[src/inc/nco_defines.vh]
/*
 * Register map, field positions, reset values and source codes for the
 * numerically controlled oscillator. Assumes an 8-bit register port.
 */
`ifndef NCO_DEFINES_VH
`define NCO_DEFINES_VH

`define NCO_ADDR_W 4
`define NCO_DATA_W 8
`define NCO_ACC_W 20

`define NCO_OFS_CONTROL 4'h0
`define NCO_OFS_CLKCFG 4'h1
`define NCO_OFS_ACC_LOW 4'h2
`define NCO_OFS_ACC_HIGH 4'h3
`define NCO_OFS_ACC_UPPER 4'h4
`define NCO_OFS_INC_LOW 4'h5
`define NCO_OFS_INC_HIGH 4'h6
`define NCO_OFS_INC_UPPER 4'h7
`define NCO_OFS_IRQ_FLAG 4'h8
`define NCO_OFS_IRQ_ENABLE 4'h9

`define NCO_CTL_EN_BIT 7
`define NCO_CTL_OUT_BIT 5
`define NCO_CTL_POL_BIT 4
`define NCO_CTL_PFM_BIT 0
`define NCO_CLK_PWS_MSB 7
`define NCO_CLK_PWS_LSB 5
`define NCO_CLK_CKS_MSB 2
`define NCO_CLK_CKS_LSB 0
`define NCO_FLAG_BIT 0
`define NCO_IE_BIT 0
`define NCO_PERIPH_IE_BIT 1
`define NCO_GLOBAL_IE_BIT 2

`define NCO_CTL_WMASK 8'h91
`define NCO_CLK_WMASK 8'he7
`define NCO_IRQEN_WMASK 8'h07

`define NCO_RST_CONTROL 8'h00
`define NCO_RST_CLKCFG 8'h00
`define NCO_RST_INC_LOW 8'h01
`define NCO_RST_INC_HIGH 8'h00
`define NCO_RST_INC_UPPER 4'h0
`define NCO_RST_INC 20'h00001

`define NCO_CKS_FOSC 3'h0
`define NCO_CKS_HFOSC 3'h1
`define NCO_CKS_LC1 3'h2
`define NCO_CKS_LC2 3'h3
`define NCO_CKS_LC3 3'h4
`define NCO_CKS_LC4 3'h5

`endif

[src/design/nco_shaper.v]
/*
 * Output shaping: toggle flip-flop for fixed duty, pulse stretcher for
 * pulse frequency mode. Assumes tick and carry arrive from the accumulator
 * in the same system cycle.
 */
`timescale 1ns/1ps

module nco_shaper #(
    parameter CNT_W = 8 // wide enough for the longest pulse
) (
    input wire sys_clk_in, // system clock
    input wire sys_rst_in, // async reset, active high
    input wire enable_in, // module enable
    input wire tick_in, // input clock rising edge
    input wire carry_in, // accumulator carry this tick
    input wire pulse_mode_in, // 1 pulse, 0 fixed duty
    input wire [2:0] width_sel_in, // pulse width code
    output wire raw_out // shaped output before polarity
);
    reg toggle_q;
    reg active_q;
    reg [CNT_W-1:0] left_q;
    wire [CNT_W-1:0] width_periods;

    assign width_periods = {{(CNT_W-1){1'b0}}, 1'b1} << width_sel_in;

    always @(posedge sys_clk_in or posedge sys_rst_in)
    begin
        if (sys_rst_in)
        begin
            toggle_q <= 1'b0;
            active_q <= 1'b0;
            left_q <= {CNT_W{1'b0}};
        end
        else if (!enable_in)
        begin
            toggle_q <= 1'b0;
            active_q <= 1'b0;
            left_q <= {CNT_W{1'b0}};
        end
        else if (tick_in)
        begin
            if (carry_in && !pulse_mode_in)
                toggle_q <= ~toggle_q;
            if (carry_in)
            begin
                // retrigger on carry; width longer than period is undefined anyway
                active_q <= 1'b1;
                left_q <= width_periods - {{(CNT_W-1){1'b0}}, 1'b1};
            end
            else if (left_q != {CNT_W{1'b0}})
                left_q <= left_q - {{(CNT_W-1){1'b0}}, 1'b1};
            else
                active_q <= 1'b0;
        end
    end

    // width only matters in pulse mode
    assign raw_out = pulse_mode_in ? active_q : toggle_q;
endmodule // nco_shaper

[src/design/nco_src_sel.v]
/*
 * Input clock source selection for the oscillator: picks one source level
 * and reports its rising and falling edges as single-cycle ticks.
 * Assumes all source levels are synchronous to sys_clk_in.
 */
`timescale 1ns/1ps
`include "nco_defines.vh"

module nco_src_sel (
    input wire sys_clk_in, // system clock
    input wire sys_rst_in, // async reset, active high
    input wire [2:0] sel_in, // clock source code
    input wire hf_osc_in, // internal oscillator level
    input wire [3:0] lc_in, // logic cell outputs 1..4
    output wire rise_out, // rising edge tick
    output wire fall_out // falling edge tick
);
    reg lvl_q;
    reg mux_lvl;
    wire is_fosc;

    assign is_fosc = (sel_in == `NCO_CKS_FOSC);

    always @*
    begin
        mux_lvl = 1'b0;
        case (sel_in)
            `NCO_CKS_HFOSC: mux_lvl = hf_osc_in;
            `NCO_CKS_LC1: mux_lvl = lc_in[0];
            `NCO_CKS_LC2: mux_lvl = lc_in[1];
            `NCO_CKS_LC3: mux_lvl = lc_in[2];
            `NCO_CKS_LC4: mux_lvl = lc_in[3];
            default: mux_lvl = 1'b0; // reserved codes give no edges
        endcase
    end

    always @(posedge sys_clk_in or posedge sys_rst_in)
    begin
        if (sys_rst_in)
            lvl_q <= 1'b0;
        else
            lvl_q <= mux_lvl;
    end

    // system clock source: every cycle is one input period
    assign rise_out = is_fosc | (mux_lvl & ~lvl_q);
    assign fall_out = is_fosc | (~mux_lvl & lvl_q);
endmodule // nco_src_sel

[src/design/nco_top.v]
/*
 * Numerically controlled oscillator: register port, 20-bit accumulator with
 * double-buffered increment, output shaping, polarity and overflow flag.
 * Assumes a plain strobe register port, read data one cycle after the read
 * strobe, and input clock sources synchronous to sys_clk_in.
 */
// The address map and the plain strobed port are this design's own decisions.
// Contract
// polarity bit inverts the final output
// polarity change with interrupts enabled sets flag
// final output drives on-chip peripherals
// every accumulator overflow sets the flag
// interrupt needs all four enable bits
// software clears the flag, hardware never
// reset clears all, increment low bit0 one
// runs regardless of sleep while source active
// request internal oscillator kept in sleep
// enable bit turns module on or off
// status bit shows current output level
// mode bit: pulse mode or fixed duty
// pulse width is two to the n
// width ignored in fixed duty mode
// software keeps pulse shorter than period
// source field selects input clock
// accumulator as three bytes, upper four bits
// accumulator updates live, no atomic read
// software must not write running accumulator
// buffer loads on next falling input edge
// software writes low increment byte last
// rising input edge adds buffer, carry overflows
// fixed duty toggles on each overflow
// pulse active after overflow for width
// disabled: increment writes load buffer at once
// disabled: hold, no overflow, output inactive
// control and flag cross domains safely
`timescale 1ns/1ps
`include "nco_defines.vh"

module nco_top #(
    parameter ACC_W = `NCO_ACC_W // accumulator width
) (
    input wire sys_clk_in, // system clock, 50 MHz
    input wire sys_rst_in, // async reset, active high
    input wire [`NCO_ADDR_W-1:0] addr_in, // register address
    input wire [`NCO_DATA_W-1:0] wr_data_in, // write data
    input wire wr_en_in, // write strobe
    input wire rd_en_in, // read strobe
    input wire hf_osc_in, // internal oscillator level
    input wire [3:0] lc_in, // logic cell outputs 1..4
    output reg [`NCO_DATA_W-1:0] rd_data_out, // read data, cycle after strobe
    output reg nco_out, // final output to peripherals
    output reg irq_out, // gated overflow interrupt
    output reg hf_osc_keep_out // keep internal oscillator in sleep
);
    // control state
    reg enable_q;
    reg invert_q;
    reg pulse_mode_q;
    reg [2:0] pws_q;
    reg [2:0] cks_q;
    reg flag_q;
    reg ie_q;
    reg periph_ie_q;
    reg global_ie_q;

    // datapath state
    reg [ACC_W-1:0] acc_q;
    reg [7:0] inc_low_q;
    reg [7:0] inc_high_q;
    reg [3:0] inc_upper_q;
    reg [ACC_W-1:0] inc_buf_q;
    reg inc_pend_q;

    wire rise_tick;
    wire fall_tick;
    wire raw_level;
    wire [ACC_W:0] acc_sum;
    wire carry;
    wire ovf_event;
    wire irq_on;
    wire [ACC_W-1:0] inc_regs;
    wire wr_ctl;
    wire wr_clk;
    wire wr_accl;
    wire wr_acch;
    wire wr_accu;
    wire wr_incl;
    wire wr_inch;
    wire wr_incu;
    wire wr_flag;
    wire wr_irqen;
    wire pol_change_irq;
    wire flag_clear;
    reg [`NCO_DATA_W-1:0] rd_mux;

    function hit;
        input [`NCO_ADDR_W-1:0] a;
        input [`NCO_ADDR_W-1:0] ofs;
        begin
            hit = (a == ofs);
        end
    endfunction

    assign wr_ctl = wr_en_in & hit(addr_in, `NCO_OFS_CONTROL);
    assign wr_clk = wr_en_in & hit(addr_in, `NCO_OFS_CLKCFG);
    assign wr_accl = wr_en_in & hit(addr_in, `NCO_OFS_ACC_LOW);
    assign wr_acch = wr_en_in & hit(addr_in, `NCO_OFS_ACC_HIGH);
    assign wr_accu = wr_en_in & hit(addr_in, `NCO_OFS_ACC_UPPER);
    assign wr_incl = wr_en_in & hit(addr_in, `NCO_OFS_INC_LOW);
    assign wr_inch = wr_en_in & hit(addr_in, `NCO_OFS_INC_HIGH);
    assign wr_incu = wr_en_in & hit(addr_in, `NCO_OFS_INC_UPPER);
    assign wr_flag = wr_en_in & hit(addr_in, `NCO_OFS_IRQ_FLAG);
    assign wr_irqen = wr_en_in & hit(addr_in, `NCO_OFS_IRQ_ENABLE);

    assign inc_regs = {inc_upper_q, inc_high_q, inc_low_q};

    // one clock domain: control bits and flag event need no synchroniser
    nco_src_sel u_src (
        .sys_clk_in(sys_clk_in),
        .sys_rst_in(sys_rst_in),
        .sel_in(cks_q),
        .hf_osc_in(hf_osc_in),
        .lc_in(lc_in),
        .rise_out(rise_tick),
        .fall_out(fall_tick)
    );

    assign acc_sum = {1'b0, acc_q} + {1'b0, inc_buf_q};
    assign carry = acc_sum[ACC_W];
    assign ovf_event = enable_q & rise_tick & carry;

    nco_shaper #(
        .CNT_W(8)
    ) u_shape (
        .sys_clk_in(sys_clk_in),
        .sys_rst_in(sys_rst_in),
        .enable_in(enable_q),
        .tick_in(rise_tick),
        .carry_in(carry),
        .pulse_mode_in(pulse_mode_q),
        .width_sel_in(pws_q),
        .raw_out(raw_level)
    );

    // control and configuration registers
    always @(posedge sys_clk_in or posedge sys_rst_in)
    begin
        if (sys_rst_in)
        begin
            enable_q <= 1'b0;
            invert_q <= 1'b0;
            pulse_mode_q <= 1'b0;
            pws_q <= 3'h0;
            cks_q <= 3'h0;
            ie_q <= 1'b0;
            periph_ie_q <= 1'b0;
            global_ie_q <= 1'b0;
        end
        else
        begin
            if (wr_ctl)
            begin
                enable_q <= wr_data_in[`NCO_CTL_EN_BIT];
                invert_q <= wr_data_in[`NCO_CTL_POL_BIT];
                pulse_mode_q <= wr_data_in[`NCO_CTL_PFM_BIT];
            end
            if (wr_clk)
            begin
                pws_q <= wr_data_in[`NCO_CLK_PWS_MSB:`NCO_CLK_PWS_LSB];
                cks_q <= wr_data_in[`NCO_CLK_CKS_MSB:`NCO_CLK_CKS_LSB];
            end
            if (wr_irqen)
            begin
                ie_q <= wr_data_in[`NCO_IE_BIT];
                periph_ie_q <= wr_data_in[`NCO_PERIPH_IE_BIT];
                global_ie_q <= wr_data_in[`NCO_GLOBAL_IE_BIT];
            end
        end
    end

    // accumulator: live in the input clock timing, software may overwrite bytes
    always @(posedge sys_clk_in or posedge sys_rst_in)
    begin
        if (sys_rst_in)
            acc_q <= {ACC_W{1'b0}};
        else if (wr_accl | wr_acch | wr_accu)
        begin
            // writes while running win over the adder; the add of that tick is dropped
            if (wr_accl)
                acc_q[7:0] <= wr_data_in;
            if (wr_acch)
                acc_q[15:8] <= wr_data_in;
            if (wr_accu)
                acc_q[19:16] <= wr_data_in[3:0];
        end
        else if (enable_q && rise_tick)
            acc_q <= acc_sum[ACC_W-1:0];
    end

    // increment registers and hidden buffer
    always @(posedge sys_clk_in or posedge sys_rst_in)
    begin
        if (sys_rst_in)
        begin
            inc_low_q <= `NCO_RST_INC_LOW;
            inc_high_q <= `NCO_RST_INC_HIGH;
            inc_upper_q <= `NCO_RST_INC_UPPER;
            inc_buf_q <= `NCO_RST_INC;
            inc_pend_q <= 1'b0;
        end
        else
        begin
            if (wr_incl)
                inc_low_q <= wr_data_in;
            if (wr_inch)
                inc_high_q <= wr_data_in;
            if (wr_incu)
                inc_upper_q <= wr_data_in[3:0];
            if (!enable_q)
            begin
                // disabled: buffer follows registers the cycle after a write
                inc_pend_q <= 1'b0;
                inc_buf_q <= inc_regs;
            end
            else if (wr_incl)
                inc_pend_q <= 1'b1;
            else if (inc_pend_q && fall_tick)
            begin
                inc_buf_q <= inc_regs;
                inc_pend_q <= 1'b0;
            end
        end
    end

    // polarity change only counts if the polarity bit really changes
    assign irq_on = ie_q & periph_ie_q & global_ie_q;
    assign pol_change_irq = wr_ctl & irq_on & (wr_data_in[`NCO_CTL_POL_BIT] != invert_q);
    assign flag_clear = wr_flag & ~wr_data_in[`NCO_FLAG_BIT];

    // sticky flag; a new event wins over a clear in the same cycle
    always @(posedge sys_clk_in or posedge sys_rst_in)
    begin
        if (sys_rst_in)
            flag_q <= 1'b0;
        else if (ovf_event | pol_change_irq)
            flag_q <= 1'b1;
        else if (flag_clear)
            flag_q <= 1'b0;
    end

    // outputs all registered
    always @(posedge sys_clk_in or posedge sys_rst_in)
    begin
        if (sys_rst_in)
        begin
            nco_out <= 1'b0;
            irq_out <= 1'b0;
            hf_osc_keep_out <= 1'b0;
        end
        else
        begin
            nco_out <= raw_level ^ invert_q;
            irq_out <= flag_q & enable_q & irq_on;
            // no sleep gating anywhere: block keeps running
            hf_osc_keep_out <= enable_q & (cks_q == `NCO_CKS_HFOSC);
        end
    end

    always @*
    begin
        rd_mux = 8'h00;
        if (hit(addr_in, `NCO_OFS_CONTROL))
            rd_mux = {enable_q, 1'b0, nco_out, invert_q, 3'h0, pulse_mode_q};
        else if (hit(addr_in, `NCO_OFS_CLKCFG))
            rd_mux = {pws_q, 2'h0, cks_q};
        else if (hit(addr_in, `NCO_OFS_ACC_LOW))
            rd_mux = acc_q[7:0];
        else if (hit(addr_in, `NCO_OFS_ACC_HIGH))
            rd_mux = acc_q[15:8];
        else if (hit(addr_in, `NCO_OFS_ACC_UPPER))
            rd_mux = {4'h0, acc_q[19:16]};
        else if (hit(addr_in, `NCO_OFS_INC_LOW))
            rd_mux = inc_low_q;
        else if (hit(addr_in, `NCO_OFS_INC_HIGH))
            rd_mux = inc_high_q;
        else if (hit(addr_in, `NCO_OFS_INC_UPPER))
            rd_mux = {4'h0, inc_upper_q};
        else if (hit(addr_in, `NCO_OFS_IRQ_FLAG))
            rd_mux = {7'h00, flag_q};
        else if (hit(addr_in, `NCO_OFS_IRQ_ENABLE))
            rd_mux = {5'h00, global_ie_q, periph_ie_q, ie_q};
        else
            rd_mux = 8'h00;
    end

    // read data stands only in the cycle after the strobe
    always @(posedge sys_clk_in or posedge sys_rst_in)
    begin
        if (sys_rst_in)
            rd_data_out <= 8'h00;
        else if (rd_en_in)
            rd_data_out <= rd_mux;
        else
            rd_data_out <= 8'h00;
    end
endmodule // nco_top

[config.mk]
export PLATFORM = sky130hd
export DESIGN_NAME = nco_top
export DESIGN_NICKNAME = d
export VERILOG_FILES = /design/src/design/nco_shaper.v /design/src/design/nco_src_sel.v /design/src/design/nco_top.v
export VERILOG_INCLUDE_DIRS = /design/src /design/src/inc
export SDC_FILE = /design/constraint.sdc
export NUM_CORES = 1
export LEC_CHECK = 0
export BUFFER_PORTS_ARGS = -buffer_cell sky130_fd_sc_hd__buf_2
export CAP_MARGIN = 10
export CORE_AREA = 2 2 90 135
export CTS_CLUSTER_SIZE = 20
export DETAILED_ROUTE_END_ITERATION = 8
export DIE_AREA = 0 0 92 137
export GPL_ROUTABILITY_DRIVEN = 0
export PLACE_DENSITY = 0.66
export SYNTH_ARGS = -nofsm -noshare
export SYNTH_HDL_FRONTEND = slang
export SYNTH_SLANG_ARGS = --single-unit
[constraint.sdc]
create_clock -name sys_clk_in -period 5.95 [get_ports sys_clk_in]
set_input_delay 1.19 -clock sys_clk_in [delete_from_list [all_inputs] [get_ports sys_clk_in]]
set_output_delay 1.19 -clock sys_clk_in [all_outputs]
set_load 0.01 [all_outputs]
## Word-level counts from Yosys, hierarchy flattened

Index checks and enable logic that the tools add are counted.

- Register bits: 96
- Output and inout port bits: 11
- Logic and storage cells: 139

- Reductions and logical operators: 16
- Bitwise operators: 32
- Shift operators: 1
- Add/subtract/negate cells: 3
- Muxes and demuxes: 37
- Equality and inequality tests: 25

Operator list:

| kind | number |
|---|---|
| 8-bit two-way mux | 14 |
| 20-bit two-way mux | 5 |
| 1-bit bitwise AND | 22 |
| 20-bit by 20-bit adder with 21-bit output | 1 |
| 4-bit by 3-bit equality test with 1-bit output (second input constant) | 4 |
| 8-bit by 1-bit subtractor with 8-bit output (second input constant) | 2 |
| 2-bit AND reduction | 7 |
| 1-bit two-way mux | 13 |
| 4-bit by 2-bit equality test with 1-bit output (second input constant) | 2 |
| 4-bit equality test (second input constant) | 2 |
| 4-bit two-way mux | 2 |
| 2-bit inequality test (second input constant) | 4 |
| 8-bit nonzero test | 1 |
| 1-bit by 3-bit left shift with 8-bit output (first input constant) | 1 |
| 3-bit by 2-bit equality test with 1-bit output (second input constant) | 2 |
| 3-bit equality test (second input constant) | 2 |
| 3-bit two-way mux | 2 |
| 2-bit by 1-bit inequality test with 1-bit output (second input constant) | 3 |
| 3-bit by 1-bit inequality test with 1-bit output (second input constant) | 2 |
| 1-bit OR | 5 |
| 1-bit one-hot mux with 5 select lines | 1 |
| 4-bit by 1-bit equality test with 1-bit output (second input constant) | 1 |
| 4-bit zero test | 1 |
| 1-bit inverter | 4 |
| other kinds (8) | 11 |

## Logic depth before layout (Yosys ltp)

Gate-level depths: netlist (run 1).

- Depth in word-level cells: 12
- Gate-level depth with buffers: 18
- Depth with buffers taken out: 15

## Hierarchy

From an unflattened synthesis (run 1), not the netlist that was laid out.

- Cells, all modules: 609
- Area total of the unflattened synthesis: 5970.7 µm²

Modules (own cells, without submodules):

| module | cells each | sequential area each (µm²) | area an instance (µm²) | times used |
|---|---|---|---|---|
| nco_top | 509 | 2129.5 | 5089.9 | 1 |
| nco_shaper | 82 | 250.2 | 729.4 | 1 |
| nco_src_sel | 18 | 25.0 | 151.4 | 1 |

## Least setup slack after synthesis (run 1)

OpenSTA, ideal clock, no wires.

- Kind: register to register
- Start: register acc_q[0]
- End: register u_shape.left_q[4]
- Period minus slack after synthesis: 3.505 ns
- Arrival time: 3.383 ns
- Setup slack: 2.445 ns
- Cell stages (with the launch flop): 18
- Setup time: 0.122 ns
- Path buffers: 3
- Path through: dfrtp_1 > ha_1 > fa_1 > a211oi_2 > o21ai_1 > nand4_1 > o211ai_2 > a211o_1 > buf_6 > buf_6 > a31oi_1 > ha_1 > clkbuf_1 > nor3_1 > a21o_1 > a21oi_1 > mux2i_1 > a32o_1

- Word-level cells in the longest chain between the ends: 4

Ends and longest elaborated chain:

| element | line | RTL |
|---|---|---|
| start: declaration | nco_top.v:67 | `reg [ACC_W-1:0] acc_q;` |
| start signal: assignment | nco_top.v:185 | `acc_q <= {ACC_W{1'b0}};` |
| start signal: assignment | nco_top.v:190 | `acc_q[7:0] <= wr_data_in;` |
| start signal: assignment | nco_top.v:197 | `acc_q <= acc_sum[ACC_W-1:0];` |
| 20-bit by 20-bit adder with 21-bit output (*) | nco_top.v:128 | `assign acc_sum = {1'b0, acc_q} + {1'b0, inc_buf_q};` |
| 8-bit two-way mux | nco_shaper.v:45 | `if (carry_in)` |
| 8-bit two-way mux | nco_shaper.v:41 | `else if (tick_in)` |
| 8-bit two-way mux | nco_shaper.v:35 | `else if (!enable_in)` |
| end signal: assignment | nco_shaper.v:33 | `left_q <= {CNT_W{1'b0}};` |
| end signal: assignment | nco_shaper.v:39 | `left_q <= {CNT_W{1'b0}};` |
| end signal: assignment | nco_shaper.v:49 | `left_q <= width_periods - {{(CNT_W-1){1'b0}}, 1'b1};` |
| end: declaration | nco_shaper.v:22 | `reg [CNT_W-1:0] left_q;` |

Every way passes the cells marked *; elsewhere a longest branch is shown, timed or not. The select of a mux whose other input is x is not followed.
A chain may end at the register's enable or synchronous reset.

## Worst setup path after layout (run 1)

- Start: input addr_in[0]
- End: register acc_q[10]

- Word-level cells in the longest chain between the ends: 6

Ends and longest elaborated chain:

| element | line | RTL |
|---|---|---|
| start: declaration | nco_top.v:44 | `` input wire [`NCO_ADDR_W-1:0] addr_in, `` |
| 4-bit by 2-bit equality test with 1-bit output | nco_top.v:100 | `hit = (a == ofs);` |
| 1-bit bitwise AND (on tied branches) | nco_top.v:106, nco_top.v:107 |  |
| 1-bit OR (2 in series) | nco_top.v:186 | `else if (wr_accl \| wr_acch \| wr_accu)` |
| 2-bit inequality test (no source line) / 2-bit nonzero test (equally long branches) | -- |  |
| 2-bit AND reduction (no source line) | -- |  |
| end signal: assignment | nco_top.v:185 |  |
| end signal: assignment | nco_top.v:192 | `acc_q[15:8] <= wr_data_in;` |
| end signal: assignment | nco_top.v:197 |  |

Parallel ways exist; a longest one is shown, timed or not.

==> run_results.csv, run 1 <==
group,metric,value,unit
floorplanning,io_pins,32,
cells_and_area,syn2layout_area_growth,9.523,%
grt,grt_overflow,0,
place,place_area,5821,sq um
route,first_pass_iters,5,
floorplanning,die_area,12600,sq um
logic_synthesis,synth_edf_count,0,
logic_synthesis,synthFlopType,"dfrtp_1",
worst_setup_path,crit_path_start_kind,"input pin",
cts,ctsHoldBuffers,0,
grt,grt_pass1_vias,4420,
cells_and_area,insertedDiodeCount,0,
grt,grt_max_degree,60,
floorplanning,core_area,11410,sq um
place,pre_cts_slack,1522,ps
logic_synthesis,synth-seq-cells,96,
cts,cts_resized,0,
power_and_ir_drop,power_density,547.4,nW/um^2
worst_setup_path,crit_fanout,29,
worst_setup_path,crit_path_cell_trace,"buf_2 > nor2_1 > and2_1 > o21ai_2 > o2111ai_1 > o21ai_1 > mux2i_1 > o21ai_0",
cts,cts.sinks,96,
cts,cts_max_level,3,
route,vias,4571,
logic_synthesis,yosys_warnings,0,
timing,maxSlewViolCount,0,
logic_synthesis,synthesis.nets,603,
timing,worstMarginPinSlew,1031,ps
timing,slew_headroom,30.83,%
floorplanning,die_h,137,um
flow_run,drv_cap,0,
timing,rsz0062_at_grt,"false",
logic_synthesis,ys_types,62,
logic_synthesis,synthArstFlopShare,100.0,%
timing,fin_ws,1777,ps
floorplanning,row_count,48,
logic_synthesis,avgSynthCellArea,10.02,sq um
route,detail_route.wl_per_cell,21.33,um
cts,cts_tree,"built",
route,drt-initial-drc-count,367,
place,io_buffers,31,
timing,setup_viol,0,
cts,clock_path_buffers,2,
place,hpwl,11790,um
timing,tns,0,ps
worst_setup_path,arrival,4360,ps
cts,post-cts-setup-buffer-count,0,
timing,finalHoldWorstSlack,487.8,ps
outcome,outcome,"finished, final reports clean",
timing,clock.fmax,239.6,MHz
worst_setup_path,critPathRequiredTime,6140,ps
cells_and_area,fillers,1039,
cells_and_area,nets,620,
route,drt-total-wl,15610,um
cells_and_area,postLayoutCellArea,6145,sq um
cells_and_area,final_common_cell,"dfrtp_1",
route,avgViaCountPerCell,6.245,
floorplanning,die_width,92,um
route,drcViolationCount,0,
floorplanning,start_util,49.17,%
timing,min_period,4173,ps
cells_and_area,final_layout_size_suffix_gt1_share,20.45,%
timing,clock-skew-final,9.388,ps
timing,hold_viol,0,
logic_synthesis,synthCells,560,
power_and_ir_drop,vdd_drop_max,0.1825,mV
grt,grt_pass1_wl,24180,um
cts,cts_made_buffers,9,
logic_synthesis,ys_seq_area_share,42.86,%
power_and_ir_drop,cellLeakagePower,2.711,nW
power_and_ir_drop,p_total,3.364,mW
cts,cts.clk_slew.worst_paths,70,ps
min_path,hp-class,"flip-flop to flip-flop",
worst_setup_path,slowest_delay,770,ps
worst_setup_path,critical_path_class,"input pin to flip-flop",
route,ant_nets,0,
worst_setup_path,slowest_stage,"o21ai_1",
logic_synthesis,synth_area,5610,sq um
worst_setup_path,end_kind,"flip-flop",
cells_and_area,final_cell_mix,"94 x dfrtp_1, 52 x mux2_2, 43 x nand2_1",
grt,antenna_found_initial,0,
grt,grt_usage,25.46,%
cts,worstSkewPairLatency,340,ps
timing,finalCritPeriodShare,70.14,%
cts,cts-root-buf,"clkbuf_16",
[final timing paths]
path / start / to / slack, ps / cells after the start
worst max-delay path: addr_in[0] / acc_q[10]$_DFFE_PP0P_ / 1780 / 8
worst min-delay path: inc_pend_q$_DFFE_PP0P_ / inc_pend_q$_DFFE_PP0P_ / 490 / 1
worst max register to register: acc_q[0]$_DFFE_PP0P_ / u_shape.left_q[4]$_DFFE_PP0P_ / 1790 / 14
worst min register to register: inc_pend_q$_DFFE_PP0P_ / inc_pend_q$_DFFE_PP0P_ / 490 / 1
max in group asynchronous: sys_rst_in / inc_buf_q[2]$_DFFE_PP0P_ / 3950 / 3
min in group asynchronous: sys_rst_in / inc_high_q[1]$_DFFE_PP0P_ / 880 / 2
[cell type report]
cell class	count	area, sq um	share of cell area (%)
Multi-Input combinational cell	426	3022	49.18
Sequential cell	96	2405	39.14
Clock buffer	10	229.0	3.726
Timing Repair Buffer	33	190.2	3.095
Tap cell	150	187.7	3.054
Clock inverter	6	67.56	1.100
Inverter	11	43.79	0.7127
[cell families (layout without fill, tap and decap cells)]
group,after synthesis,after routing,share of synthesized area (%)
AOI/OAI and AO/OA,152,152,17.62
xor gates and xnor gates,15,15,2.342
muxes,73,73,14.59
and+or+nand+nor,164,164,14.27
buffers and inverters,38,60,3.278
DFF,96,96,42.86
adders and majority gates,22,22,5.040
[flip-flops by register name, indices dropped and copies added (netlist names), 3 cells and up]
register	flops
acc_q	20
cks_q	3
inc_buf_q	20
inc_high_q	8
inc_low_q	8
inc_upper_q	4
pws_q	3
rd_data_out	8
u_shape.left_q	8
[power breakdown]
part / internal, mW / switching, mW / total, mW
Sequential: 0.868 / 0.235 / 1.10
Combinational: 0.747 / 0.936 / 1.68
Clock: 0.327 / 0.249 / 0.577
Total: 1.94 / 1.42 / 3.36
[through the flow]
stage | std cells | util (%)
floorplan | 560 | -
global placement | 715 | 51.01
CTS | 731 | 53.61
finish | 732 | 53.85
detailed placement | 715 | 51.01
global route | 732 | 53.85
[layer usage]
metal / wire length (um) / vias up / global-route usage [%]
met5: 0 / - / 0
met4: 966 / 0 / 15.26
met3: 669 / 50 / 3.524
met2: 8024 / 166 / 44.77
met1: 5950 / 2267 / 29.38
li1: - / 2088 / -
[worst max-delay path: cells and delay by family]
kind | cells | cell delay, ps
compound gates | 4 | 1870
simple gates | 2 | 540
mux | 1 | 250
buf+inv | 1 | 480
[synth_stat cells, drive strengths merged (3+ instances only)]
library cell | count | area share [%]
nand3 | 15 | 1.3
inv | 11 | 0.74
a32o | 5 | 0.89
nor3 | 14 | 1.2
nor2b | 10 | 1.1
a21oi | 32 | 2.9
a31oi | 18 | 2.0
nor3b | 3 | 0.40
a211oi | 5 | 0.85
buf | 14 | 1.7
nand4 | 4 | 0.45
o211ai | 3 | 0.49
nand2 | 43 | 2.9
xnor2 | 6 | 0.94
and3 | 3 | 0.33
xor2 | 9 | 1.4
o22ai | 7 | 0.78
nand2b | 6 | 0.67
mux2 | 54 | 11
or3b | 3 | 0.47
a21o | 9 | 1.2
nor2 | 43 | 3.0
clkbuf | 13 | 0.87
a32oi | 4 | 0.62
mux2i | 18 | 3.2
o21ai | 40 | 3.6
or2 | 3 | 0.33
o21a | 8 | 1.1
dfrtp | 94 | 42
and2 | 7 | 0.78
o31ai | 4 | 0.54
ha | 21 | 4.7
or3 | 5 | 0.56
No activity file was read; power rests on OpenSTA's default activity.
==> run 2, diff against run 1 <==
--- a/config.mk
+++ b/config.mk
@@ -6,12 +6,13 @@
 export SDC_FILE = /design/constraint.sdc
 export NUM_CORES = 1
 export LEC_CHECK = 0
+export ABC_AREA = 1
 export BUFFER_PORTS_ARGS = -buffer_cell sky130_fd_sc_hd__buf_2
 export CAP_MARGIN = 10
-export CORE_AREA = 2 2 90 135
+export CORE_AREA = 2 2 92 138
 export CTS_CLUSTER_SIZE = 20
 export DETAILED_ROUTE_END_ITERATION = 8
-export DIE_AREA = 0 0 92 137
+export DIE_AREA = 0 0 94 140
 export GPL_ROUTABILITY_DRIVEN = 0
 export PLACE_DENSITY = 0.66
 export SYNTH_ARGS = -nofsm -noshare
==> constraint.sdc (replaced) <==
create_clock -name sys_clk_in -period 4.1 [get_ports sys_clk_in]
set_input_delay 0.82 -clock sys_clk_in [delete_from_list [all_inputs] [get_ports sys_clk_in]]
set_output_delay 0.82 -clock sys_clk_in [all_outputs]
set_load 0.01 [all_outputs]
==> run 2 against run 1 <==
Effect of this change: register-to-register slack got worse by 460 ps; hold slack improved by 1.1 ps; routed wire length rose by 12%; setup slack got worse by 450 ps; cell count rose by 30%; utilization rose by 0.081 points.
==> run_results.csv, run 2 <==
group,metric,value,unit
cts,cts-root-buf,"clkbuf_16",
logic_synthesis,ys_seq_area_share,41.16,%
cts,clock_path_buffers,2,
place,hpwl,13660,um
power_and_ir_drop,power_density,802.7,nW/um^2
cts,cts_max_level,3,
cells_and_area,final_layout_size_suffix_gt1_share,13.82,%
grt,grt_usage,27.03,%
route,avgViaCountPerCell,5.758,
timing,hold_viol,0,
cts,ctsHoldBuffers,0,
logic_synthesis,yosys_warnings,0,
logic_synthesis,synthCells,760,
worst_setup_path,critPathLaunch,"acc_q[0]$_DFFE_PP0P_",
timing,finalCritPeriodShare,67.63,%
logic_synthesis,yosys.area_share.simple,26.85,%
cts,cts_tree,"built",
route,detail_route.wl_per_cell,18.36,um
logic_synthesis,avgSynthCellArea,7.688,sq um
worst_setup_path,arrival,3020,ps
power_and_ir_drop,p_sw,2.472,mW
worst_setup_path,crit_path_start_kind,"flip-flop",
logic_synthesis,synth-seq-cells,96,
cells_and_area,top_regs,"acc_q x20, inc_buf_q x20",
logic_synthesis,yosysTopAreaCell,"dfrtp_1",
logic_synthesis,synth_fa_ha_area_share,4.839,%
grt,grt_pass1_vias,5341,
timing,setup_viol,0,
worst_setup_path,slowest_delay,450,ps
grt,grt_max_degree,66,
power_and_ir_drop,cellLeakagePower,3.217,nW
logic_synthesis,yosys-top-cells-area,"dfrtp_1 40%, nand2_1 11%, inv_1 6.1%",
worst_setup_path,critical_path_class,"flip-flop to flip-flop",
timing,maxSlewViolCount,0,
grt,grt_busiest_layer,"met2",
timing,clock-skew-final,9.106,ps
place,io_buffers,31,
route,drt-initial-drc-count,388,
cts,cts.clk_slew.worst_paths,70,ps
floorplanning,core_area,11960,sq um
worst_setup_path,crit_end,"u_shape.left_q[6]$_DFFE_PP0P_",
power_and_ir_drop,intPower,2.703,mW
flow_run,drv_cap,0,
route,vias,5464,
worst_setup_path,slowest_stage,"fa_1",
worst_setup_path,r2r_end,"u_shape.left_q[6]$_DFFE_PP0P_",
cells_and_area,insertedDiodeCount,0,
worst_setup_path,r2r_setup_slack,1330,ps
floorplanning,start_util,48.87,%
logic_synthesis,synth_area,5843,sq um
route,drcViolationCount,0,
timing,worstMarginPinSlew,847.9,ps
floorplanning,io_pins,32,
logic_synthesis,synthTopCellsByCount,"167 x nand2_1, 95 x inv_1, 94 x dfrtp_1",
grt,gr-usage-met1,31.06,%
logic_synthesis,synth_top_area_share,40.26,%
grt,grt_util_met2,45.38,%
logic_synthesis,synthArstFlopShare,100.0,%
cts,cts.sinks,96,
cells_and_area,final_cell_mix,"167 x nand2_1, 94 x inv_1, 94 x dfrtp_1",
route,ant_nets,0,
power_and_ir_drop,pwr-share-clk,17.2,%
power_and_ir_drop,seqPwrFrac,29.9,%
worst_setup_path,critPathRequiredTime,4340,ps
floorplanning,die_area,13160,sq um
floorplanning,die_h,140,um
worst_setup_path,crit_fanout,14,
cts,cts_made_buffers,9,
min_path,hp-class,"flip-flop to flip-flop",
worst_setup_path,reg2reg_depth,14,
power_and_ir_drop,vdd_drop_max,0.2801,mV
timing,tns,0,ps
logic_synthesis,synthesis.nets,803,
logic_synthesis,synthFlopType,"dfrtp_1",
worst_setup_path,r2r_start,"acc_q[0]$_DFFE_PP0P_",
floorplanning,row_count,49,
outcome,outcome,"finished, final reports clean",
timing,min_period,2773,ps
grt,grt_pass1_wl,27220,um
grt,antenna_found_initial,0,
route,first_pass_iters,5,
cells_and_area,nets,834,
power_and_ir_drop,swShare,47.77,%
logic_synthesis,synth.most_common_cell,"nand2_1",
route,drt-total-wl,17430,um
logic_synthesis,ys_types,50,
timing,slew_headroom,43.47,%
logic_synthesis,yosys.area_share.xor_xnor,1.049,%
cells_and_area,final_common_cell,"nand2_1",
timing,rsz0062_at_grt,"false",
cts,cts_resized,0,
worst_setup_path,crit_path_cell_trace,"ha_1 > fa_1 > inv_1 > o21ai_2 > nand3b_4 > nand3_4 > nand2_1 > and2_1 > inv_1 > ha_1 > nand3_1 > nand2_1 > nand3_1 > nand2_1",
cells_and_area,utilization,53.93,%
worst_setup_path,end_kind,"flip-flop",
cells_and_area,syn2layout_area_growth,10.34,%
floorplanning,die_width,94,um
grt,grt_use_met3,5.487,%
cts,worstSkewPairLatency,360,ps
logic_synthesis,synth_edf_count,0,
timing,finalHoldWorstSlack,488.9,ps
worst_setup_path,cpMostUsedCell,"nand2_1",
logic_synthesis,synthMuxAreaShare,2.698,%
power_and_ir_drop,p_comb_share,52.9,%
cts,post-cts-setup-buffer-count,0,
grt,grt_overflow,0,
logic_synthesis,synth_top_family_by_area,"simple AND/OR/NAND/NOR gates",
timing,clock.fmax,360.7,MHz
logic_synthesis,synth_compound_area_share,15.40,%
==> run 2: changes by cell type after synthesis, moves of 8 or more <==
cell and delta:
nand2_2 +17, mux2i_1 -18, nand2_1 +124, nor2b_1 -10
a21o_1 -8, inv_1 +84, o21ai_0 +26, nand4_1 +21
nand3_1 +25, inv_2 +8, mux2_2 -38, nor2_1 +27
a21oi_1 +15
==> run 2: critical path: cells and delay by family, from the launching register on <==
family,cells,cell delay [ps]
buffers and inverters,2,160
and+or+nand+nor,8,980
DFF,1,440
AOI/OAI and AO/OA,1,120
adders and majority gates,3,970
==> run 2: final cells by class <==
class	instances	area [sq um]
inverter	105	397.9
multi-input combinational	546	2970
tap	153	191.4
timing repair buffer	33	170.2
clock inverter	7	87.58
clock buffer	9	225.2
sequential	96	2405
fill	1146	5508
==> run 2: logic make-up after synthesis <==
logic type,count (synthesis)
muxes,14
buffers and inverters,118
AOI/OAI and AO/OA,157
and+or+nand+nor,346
DFF,96
xor gates and xnor gates,7
adders and majority gates,22
==> run 2: worst min-delay path by stage <==
stage,from,to,cells past startpoint
after floorplan,u_shape.active_q$_DFFE_PP0P_,u_shape.active_q$_DFFE_PP0P_,2
after CTS,u_shape.active_q$_DFFE_PP0P_,u_shape.active_q$_DFFE_PP0P_,2
after detailed placement,u_shape.active_q$_DFFE_PP0P_,u_shape.active_q$_DFFE_PP0P_,2
after global routing,u_shape.active_q$_DFFE_PP0P_,u_shape.active_q$_DFFE_PP0P_,2
after global placement,u_shape.active_q$_DFFE_PP0P_,u_shape.active_q$_DFFE_PP0P_,2
final,u_shape.active_q$_DFFE_PP0P_,u_shape.active_q$_DFFE_PP0P_,2
==> run 2: power groups by stage <==
stage               registers [mW]  logic, mW  clock network, mW
floorplan                     1.41       2.14                  0
global placement              1.55       2.60                  0
detailed placement            1.55       2.68                  0
CTS                           1.54       2.70              0.894
global route                  1.57       3.07              0.939
finish                        1.55       2.74              0.892
==> run 2: through the flow <==
stage / std cells / setup WS, ps / power [mW] / cell area [sq um]
after global routing: 949 / 1137 / 5.570 / 6447
after floorplan: 760 / 777.9 / 3.549 / 5843
after CTS: 949 / 1367 / 5.131 / 6447
after detailed placement: 933 / 1103 / 4.238 / 6135
after global placement: 933 / 1179 / 4.154 / 6135
final: 949 / 1327 / 5.175 / 6447
==> run 2: routing by layer <==
| layer | share of wire, % | wire, um |
|---|---|---|
| met3 | 4.9 | 859 |
| met2 | 50 | 8733 |
| met5 | 0 | 0 |
| met4 | 6.9 | 1203 |
| met1 | 38 | 6632 |
